File: src/logic/dacr_defs.vh
// Operation
// RQ1 - per channel sixteen bit primary RAM start
// RQ2 - per channel sixteen bit secondary RAM start
// RQ3 - primary read returns current working address
// RQ4 - secondary read returns current working address
// RQ5 - per channel sixteen bit peripheral address
// RQ6 - transfers per block equal count plus one
// RQ7 - count upper six bits read zero
// RQ8 - software avoids writes while channel enabled
// RQ9 - all implemented bits zero after reset
// RQ10 - low status byte flags RAM collisions
// RQ11 - high status byte sticky peripheral collisions
`ifndef DACR_DEFS_VH
`define DACR_DEFS_VH
// ****************************************
// register map, channel block of 16 bytes
// ****************************************
`define DACR_CH_STRIDE 7'h10
`define DACR_OFF_PRI 4'h0
`define DACR_OFF_SEC 4'h4
`define DACR_OFF_PAD 4'h8
`define DACR_OFF_CNT 4'hC
`define DACR_OFF_STAT 8'h80
`define DACR_OFF_MASK 8'h84
`define DACR_OFF_CTRL 8'h88
// ****************************************
// fields and reset values
// ****************************************
`define DACR_CNT_W 10
`define DACR_PCOL_LSB 8
`define DACR_XCOL_LSB 0
`define DACR_RST16 16'h0000
`define DACR_RST8 8'h00
`endif

File: src/logic/dacr_chan.v
`include "dacr_defs.vh"
// one channel: stored addresses/count plus working address and block counter
module dacr_chan (
   // clock
   input wire clk_i,
   input wire rst_i,
   input wire ce_i,
   // software writes
   input wire wr_pri_i,
   input wire wr_sec_i,
   input wire wr_pad_i,
   input wire wr_cnt_i,
   input wire [15:0] wdat_i,
   // channel control
   input wire en_i,
   input wire sel_sec_i,
   input wire xfer_i,
   // state
   output wire [15:0] pri_o,
   output wire [15:0] sec_o,
   output wire [15:0] pad_o,
   output wire [9:0] cnt_o,
   output wire [15:0] work_o,
   output wire done_o
);
   reg [15:0] pri_q;
   reg [15:0] sec_q;
   reg [15:0] pad_q;
   reg [9:0] cnt_q;
   reg [15:0] work_q;
   reg [9:0] idx_q;
   reg en_q;
   wire last = (idx_q == cnt_q);
   always @(posedge clk_i) begin
      if (rst_i) begin
         pri_q <= `DACR_RST16; // [RQ9]
         sec_q <= `DACR_RST16;
         pad_q <= `DACR_RST16;
         cnt_q <= 10'h000;
         work_q <= `DACR_RST16;
         idx_q <= 10'h000;
         en_q <= 1'b0;
      end else if (ce_i) begin
         en_q <= en_i;
         if (wr_pri_i) pri_q <= wdat_i; // [RQ1]
         if (wr_sec_i) sec_q <= wdat_i; // [RQ2]
         if (wr_pad_i) pad_q <= wdat_i; // [RQ5]
         if (wr_cnt_i) cnt_q <= wdat_i[`DACR_CNT_W-1:0]; // [RQ7]
         // working address loads from the selected buffer on enable, steps by one word per transfer
         if (en_i && !en_q) begin
            work_q <= sel_sec_i ? sec_q : pri_q;
            idx_q <= 10'h000;
         end else if (en_i && xfer_i) begin
            if (last) begin
               work_q <= sel_sec_i ? sec_q : pri_q;
               idx_q <= 10'h000; // [RQ6]
            end else begin
               work_q <= work_q + 16'h0002;
               idx_q <= idx_q + 10'h001;
            end
         end
      end
   end
   assign pri_o = pri_q;
   assign sec_o = sec_q;
   assign pad_o = pad_q;
   assign cnt_o = cnt_q;
   assign work_o = work_q;
   assign done_o = en_i && xfer_i && last && en_q; // [RQ6]
endmodule // dacr_chan

File: src/logic/dacr_top.v
// Added by the designer: the Wishbone interface to the registers and the register addresses.
`include "dacr_defs.vh"
module dacr_top (
   // clock and reset
   input wire clk_i,
   input wire rst_i,
   input wire ce_i,
   // wishbone slave
   input wire cyc_i,
   input wire stb_i,
   input wire we_i,
   input wire [7:0] adr_i,
   input wire [3:0] sel_i,
   input wire [31:0] dat_i,
   output reg [31:0] dat_o,
   output reg ack_o,
   // channel events
   input wire [7:0] xfer_i,
   input wire [7:0] pcol_i,
   input wire [7:0] xcol_i,
   // channel outputs
   output reg [7:0] done_o,
   output reg irq_o
);

   // ****************************************
   // registers
   // ****************************************
   reg [15:0] stat_q;
   reg [15:0] mask_q;
   reg [7:0] en_q;
   reg [7:0] bsel_q;

   // ****************************************
   // bus request
   // ****************************************
   // ack low keeps a strobe that is still held from being taken twice
   wire req = cyc_i && stb_i && !ack_o;
   wire wr = req && we_i && ce_i;
   // only byte lanes 0 and 1 exist: all registers are 16 bits wide
   wire lo = sel_i[0];
   wire hi = sel_i[1];
   wire [15:0] wmask = {{8{hi}}, {8{lo}}};

   // ****************************************
   // channel blocks
   // ****************************************
   // each channel owns a 32-bit slot in pri, sec, pad and work, upper halves tied to zero; count packs 10 bits per channel
   wire [255:0] pri_w;
   wire [255:0] sec_w;
   wire [255:0] pad_w;
   wire [255:0] work_w;
   wire [79:0] cnt_w;
   wire [7:0] done_w;
   genvar g;
   generate
      for (g = 0; g < 8; g = g + 1) begin : g_ch
         // a half-word write would leave a start address torn, so both lanes are required
         wire chsel = wr && !adr_i[7] && (adr_i[6:4] == g) && hi && lo;
         wire wr_pri = chsel && (adr_i[3:0] == `DACR_OFF_PRI);
         wire wr_sec = chsel && (adr_i[3:0] == `DACR_OFF_SEC);
         wire wr_pad = chsel && (adr_i[3:0] == `DACR_OFF_PAD);
         wire wr_cnt = chsel && (adr_i[3:0] == `DACR_OFF_CNT);
         dacr_chan u_ch (
            .clk_i(clk_i),
            .rst_i(rst_i),
            .ce_i(ce_i),
            .wr_pri_i(wr_pri),
            .wr_sec_i(wr_sec),
            .wr_pad_i(wr_pad),
            .wr_cnt_i(wr_cnt),
            .wdat_i(dat_i[15:0]),
            .en_i(en_q[g]),
            .sel_sec_i(bsel_q[g]),
            .xfer_i(xfer_i[g]),
            .pri_o(pri_w[g*32 +: 16]),
            .sec_o(sec_w[g*32 +: 16]),
            .pad_o(pad_w[g*32 +: 16]),
            .cnt_o(cnt_w[g*10 +: 10]),
            .work_o(work_w[g*32 +: 16]),
            .done_o(done_w[g])
         );
         assign pri_w[g*32+16 +: 16] = 16'h0000;
         assign sec_w[g*32+16 +: 16] = 16'h0000;
         assign pad_w[g*32+16 +: 16] = 16'h0000;
         assign work_w[g*32+16 +: 16] = 16'h0000;
      end
   endgenerate

   // ****************************************
   // read mux
   // ****************************************
   // the channel field picks a channel first, then the offset picks its register
   wire [2:0] rch = adr_i[6:4];
   wire [3:0] roff = adr_i[3:0];
   wire [15:0] r_work = work_w[rch*32 +: 16];
   wire [15:0] r_pad = pad_w[rch*32 +: 16];
   wire [9:0] r_cnt = cnt_w[rch*10 +: 10];
   reg [31:0] rd_chan;
   reg [31:0] rd_glob;
   reg [31:0] rd;

   always @* begin
      rd_chan = 32'h00000000;
      case (roff)
         // both start address locations show the working address, not the written value
         `DACR_OFF_PRI: begin
            rd_chan = {16'h0000, r_work}; // [RQ3]
         end
         `DACR_OFF_SEC: begin
            rd_chan = {16'h0000, r_work}; // [RQ4]
         end
         `DACR_OFF_PAD: begin
            rd_chan = {16'h0000, r_pad}; // [RQ5]
         end
         `DACR_OFF_CNT: begin
            rd_chan = {22'h000000, r_cnt}; // [RQ7]
         end
         default: begin
            rd_chan = 32'h00000000;
         end
      endcase
   end

   always @* begin
      rd_glob = 32'h00000000;
      case (adr_i)
         `DACR_OFF_STAT: begin
            rd_glob = {16'h0000, stat_q};
         end
         `DACR_OFF_MASK: begin
            rd_glob = {16'h0000, mask_q};
         end
         `DACR_OFF_CTRL: begin
            rd_glob = {16'h0000, bsel_q, en_q};
         end
         default: begin
            rd_glob = 32'h00000000;
         end
      endcase
   end

   always @* begin
      if (adr_i[7]) begin
         rd = rd_glob;
      end else begin
         rd = rd_chan;
      end
   end

   // ****************************************
   // address decode
   // ****************************************
   wire hit_stat = (adr_i == `DACR_OFF_STAT);
   wire hit_mask = (adr_i == `DACR_OFF_MASK);
   wire hit_ctrl = (adr_i == `DACR_OFF_CTRL);
   wire wr_stat = wr && hit_stat;
   wire wr_mask = wr && hit_mask;
   // each control byte has its own lane, so enables and buffer selects can be written apart
   wire wr_en = wr && hit_ctrl && lo;
   wire wr_bsel = wr && hit_ctrl && hi;

   // ****************************************
   // collision flags
   // ****************************************
   // event word in register layout: peripheral collisions high, RAM collisions low
   wire [15:0] ev = {pcol_i, xcol_i};
   wire [15:0] clr = wr_stat ? (dat_i[15:0] & wmask) : 16'h0000;
   wire [15:0] stat_d;
   genvar gb;
   generate
      for (gb = 0; gb < 16; gb = gb + 1) begin : g_flag
         // set beats clear: losing a collision is worse than one spare interrupt; software cannot set
         assign stat_d[gb] = ev[gb] | (stat_q[gb] & ~clr[gb]); // [RQ10] [RQ11]
      end
   endgenerate

   // ****************************************
   // next values
   // ****************************************
   reg ack_d;
   reg [31:0] dat_d;
   reg [15:0] mask_d;
   reg [7:0] en_d;
   reg [7:0] bsel_d;
   reg irq_d;

   always @* begin
      // one wait state: ack one cycle after the request is seen, then dropped
      ack_d = req;
      // read data holds until the next request, so a slow master still finds it
      if (req) begin
         dat_d = rd;
      end else begin
         dat_d = dat_o;
      end
   end

   always @* begin
      if (wr_mask) begin
         mask_d = (mask_q & ~wmask) | (dat_i[15:0] & wmask);
      end else begin
         mask_d = mask_q;
      end
   end

   always @* begin
      // an enable rising edge reloads the working address inside the channel
      if (wr_en) begin
         en_d = dat_i[7:0];
      end else begin
         en_d = en_q;
      end
      if (wr_bsel) begin
         bsel_d = dat_i[15:8];
      end else begin
         bsel_d = bsel_q;
      end
   end

   always @* begin
      // irq follows the flags of the same edge, so it never lags a clear by a cycle
      irq_d = |(stat_d & mask_q);
   end

   // ****************************************
   // bus registers
   // ****************************************
   always @(posedge clk_i) begin
      if (rst_i) begin
         ack_o <= 1'b0;
      end else if (ce_i) begin
         ack_o <= ack_d;
      end
   end

   always @(posedge clk_i) begin
      if (rst_i) begin
         dat_o <= 32'h00000000;
      end else if (ce_i) begin
         dat_o <= dat_d;
      end
   end

   // ****************************************
   // status, mask and control registers
   // ****************************************
   always @(posedge clk_i) begin
      if (rst_i) begin
         stat_q <= `DACR_RST16; // [RQ9]
      end else if (ce_i) begin
         stat_q <= stat_d;
      end
   end

   always @(posedge clk_i) begin
      if (rst_i) begin
         mask_q <= `DACR_RST16;
      end else if (ce_i) begin
         mask_q <= mask_d;
      end
   end

   always @(posedge clk_i) begin
      if (rst_i) begin
         en_q <= `DACR_RST8;
      end else if (ce_i) begin
         en_q <= en_d;
      end
   end

   always @(posedge clk_i) begin
      if (rst_i) begin
         bsel_q <= `DACR_RST8;
      end else if (ce_i) begin
         bsel_q <= bsel_d;
      end
   end

   // ****************************************
   // channel outputs
   // ****************************************
   // done is registered, so it trails the final transfer by one cycle
   always @(posedge clk_i) begin
      if (rst_i) begin
         done_o <= `DACR_RST8;
      end else if (ce_i) begin
         done_o <= done_w;
      end
   end

   // level output: stays high while any unmasked flag is set
   always @(posedge clk_i) begin
      if (rst_i) begin
         irq_o <= 1'b0;
      end else if (ce_i) begin
         irq_o <= irq_d;
      end
   end
endmodule // dacr_top

File: config.mk
export PLATFORM = sky130hd
export DESIGN_NAME = dacr_top
export DESIGN_NICKNAME = d
export VERILOG_FILES = /design/src/logic/dacr_chan.v /design/src/logic/dacr_top.v
export VERILOG_INCLUDE_DIRS = /design/src /design/src/logic
export SDC_FILE = /design/constraint.sdc
export NUM_CORES = 2
export LEC_CHECK = 0
export ABC_AREA = 1
export BUFFER_PORTS_ARGS = -buffer_cell sky130_fd_sc_hd__buf_4
export CELL_PAD_IN_SITES_DETAIL_PLACEMENT = 1
export CELL_PAD_IN_SITES_GLOBAL_PLACEMENT = 1
export CORE_MARGIN = 2
export CORE_UTILIZATION = 35
export CTS_BUF_LIST = sky130_fd_sc_hd__clkbuf_4
export CTS_CLUSTER_SIZE = 10
export DETAILED_ROUTE_END_ITERATION = 8
export GPL_TIMING_DRIVEN = 0
export PLACE_DENSITY = 0.64
export SLEW_MARGIN = 20
export SYNTH_ARGS = -nofsm -noshare
export SYNTH_HDL_FRONTEND = slang
export SYNTH_HIERARCHICAL = 1
export SYNTH_SLANG_ARGS = --single-unit
File: constraint.sdc
create_clock -name clk_i -period 2.7 [get_ports clk_i]
set_clock_uncertainty 0.15 [all_clocks]
set_input_delay 0.135 -clock clk_i [delete_from_list [all_inputs] [get_ports clk_i]]
set_output_delay 0.135 -clock clk_i [all_outputs]
set_load 0.005 [all_outputs]
==> summary.txt <==
Run status
  – Outcome: finished, violations left
  – Failing checks: setup timing

Floorplan
  – # IOs: 116
  – Core area: 0.107 sq mm
  – DIE WIDTH: 331 microns
  – Die area: 0.110 sq mm
  – Die Ht: 331 microns
  – Initial Utilization: 35.2%
  – Row Count: 120

STA
  – Max frequency: 0.368 GHz
  – RSZ-0062 raised after global routing: true
  – Final setup violating endpoints: 1
  – Tightest Pin Transition: 1.28 ns
  – Setup_tns: -0.0198 ns
  – Final hold vios: 0
  – Tcrit/Tclk final: 101%
  – Tmin final: 2.72 ns
  – Smallest hold slack: 0.129 ns
  – Post-route setup slack: -0.0198 ns
  – Max Slew Vio Count: 0
  – Relative slew slack: 14.9%

Placement
  – Placer Congestion: 1.04
  – Pre-CTS setup slack: -1.52 ns
  – DP Area: 0.0399 sq mm
  – Buffers on Ports: 81
  – Detailed-placement wirelength estimate: 123,000 microns
  – Dpl cells: 7,097

Final layout
  – Nets: 6,182
  – Final instance area: 0.0451 sq mm
  – Share of post-route cells with drive strength above 1: 13.0%
  – Area added between synthesis and finish: 20.4%
  – Final Instance Count excl. Fillers: 7,679
  – Commonest non-fill, non-tap cells in the layout: nor2_1, nand2_1, dfxtp_1
  – Commonest non-fill, non-tap cell in the layout: nor2_1

Global routing
  – Met2 Use GR: 50.5%
  – Met1 Use GR: 44.9%
  – Vias in the first global route: 39,400
  – Largest net degree at the start of global routing: 36
  – First-pass GRT wire length: 267,000 microns
  – Busiest grt layer: met2
  – GRT overflow: 0
  – Met3 global-route usage: 5.31%
  – Initial antenna violation count: 23
  – Total GRT Usage: 32.7%

Job
  – Max-Cap Viols: 0

Routing
  – Vias: 40,300
  – Pre-antenna DRT Iters: 5
  – Routed length per instance: 23.9 microns
  – # DRC: 0
  – Routed WL: 184,000 microns
  – First DRT Iteration DRCs: 3,545
  – Post-DRT Antenna Nets: 0
  – Vias/cell: 5.25

Setup path
  – Crit path launch type: input pin
  – CP required: 3.62 ns
  – R2R depth: 11
  – CP Max Fanout: 33
  – Worst Setup Path Type: input pin to register
  – WP data arrival: 3.64 ns
  – Crit end category: register

Clock network
  – CTS sink cnt: 754
  – Clk buf depth: 3
  – CTS tree: built
  – Clk root buf: clkbuf_4
  – Clock buffers created by TritonCTS: 219
  – Clock Pin Slew Worst Setup and Hold Paths: 0.07 ns
  – Htree depth: 4
  – Worst skew pair latency: 1.16 ns

Logic synthesis
  – Post-Syn Instances: 5,597
  – Seq/Total Area, Yosys: 40.3%
  – Register bit total from synthesis: 754
  – Ys Warns: 6
  – Post-Syn Area per Cell: 6.70 sq um
  – Main synth FF type: dfxtp_1
  – Post-Syn Area: 0.0375 sq mm
  – EDFF count, synth: 0
  – Synth cell types: 43
  – FFs w/ async S/R, synth: 0%

Pwr
  – Peak VDD IR: 0.301 mV
  – LEAKAGE: 17.8 nW
  – PD cells: 538 mW/mm^2

Worst hold path
  – Hold Path Stages: 4
  – Hold Path Class: input pin to register
==> path summary, 6_finish.rpt <==
path                                        from                                   to  slack (ns)
max                                     dat_i[5]                             register       -0.02
min                                     dat_i[6]   g_ch[5].u_ch/pri_o[6]$_SDFFE_PP0P_        0.13
min reg2reg  g_ch[0].u_ch/pri_o[10]$_SDFFE_PP0P_  g_ch[0].u_ch/pri_o[10]$_SDFFE_PP0P_        0.30
max reg2reg                   ack_o$_SDFFE_PP0P_               stat_q[7]$_SDFFE_PP0P_        0.04
==> metrics by stage <==
step	util, %	power [mW]
2_1_floorplan	-	12.1
3_3_place_gp	37.4	12.9
3_5_place_dp	37.5	13.0
4_1_cts	42.0	24.5
5_1_grt	42.3	25.2
6_report	42.3	24.3
==> critical path: stages <==
cell and delay, ns:
dlygate4sd3_1 0.53, dlygate4sd3_1 0.55, buf_4 0.65, dlygate4sd3_1 0.89
nor2_1 0.08, dlygate4sd3_1 0.57, a211oi_1 0.19
==> layout make-up <==
class                           instances  area [sq um]
Antenna cell                            2          5.00
Buffer                                269          1550
Clock buffer                          328          2460
Clock inverter                         75           375
Fill cell                           13900         61500
Inverter                              465          1780
Multi-Input combinational cell       4109         19500
Sequential cell                       754         15100
Tap cell                             1403          1760
Timing Repair Buffer                  274          2610
==> kinds of logic after synthesis <==
family	share of synthesized area, %
flip-flops	40.3
adder cells (fa/ha/maj)	0.534
XOR/XNOR	2.24
buffers and inverters	8.56
other	0.0100
multiplexers	1.71
AO/OA/AOI/OAI	15.0
AND/OR/NAND/NOR	31.7
==> sequential cells by signal (all words and copies together) (netlist names), 16 cells and up, named ones only <==
register / count
g_ch.u_ch/idx_q: 80
dat_o: 16
stat_q: 16
g_ch.u_ch/cnt_o: 80
g_ch.u_ch/work_o: 128
g_ch.u_ch/pad_o: 128
g_ch.u_ch/sec_o: 128
g_ch.u_ch/pri_o: 128
==> power by group <==
part	internal, mW	switching (mW)	total (mW)
logic	0.526	1.33	1.85
registers	11.2	0.0446	11.2
clock network	5.74	5.48	11.2
==> cell usage after synthesis (9+ instances only) <==
master	n	area, sq um
a211oi_1	38	285
a21oi_1	238	1190
a21oi_2	16	140
a22oi_1	18	135
a31oi_1	26	163
buf_1	11	41.3
buf_2	60	300
buf_4	38	285
buf_6	24	270
clkbuf_1	151	567
clkinv_1	17	63.8
dfxtp_1	754	15100
ha_1	16	200
inv_1	427	1600
inv_2	21	78.8
mux2i_1	64	641
nand2_1	1181	4430
nand3_1	346	1730
nand3_2	12	120
nand3b_1	28	210
nand4_1	49	307
nor2_1	1206	4530
nor2_2	9	56.3
nor3_1	24	120
nor3_2	10	100
nor3b_1	16	120
o21ai_0	603	3020
o21ai_1	17	85.1
o21bai_1	10	75.1
o22ai_1	16	100
xnor2_1	16	140
xor2_1	80	701
==> metal layers <==
layer	up-vias	wire [microns]
met5	-	43
met4	6	8250
met3	339	12400
met2	1328	79400
met1	19500	83400
li1	19200	-
==> timing repair <==
| action | 4_1_cts | 5_1_grt |
|---|---|---|
| hold buffers | 166 | 0 |
| setup endpoints to repair | 464 | 404 |
| cloned | 0 | 0 |
| setup buffers | 5 | 27 |
| pin swaps | 2 | 18 |
| gates resized for setup | 88 | 205 |
| endpoints found under the hold margin | 754 | 0 |
Note: power is estimated with default switching activity, not from simulation.
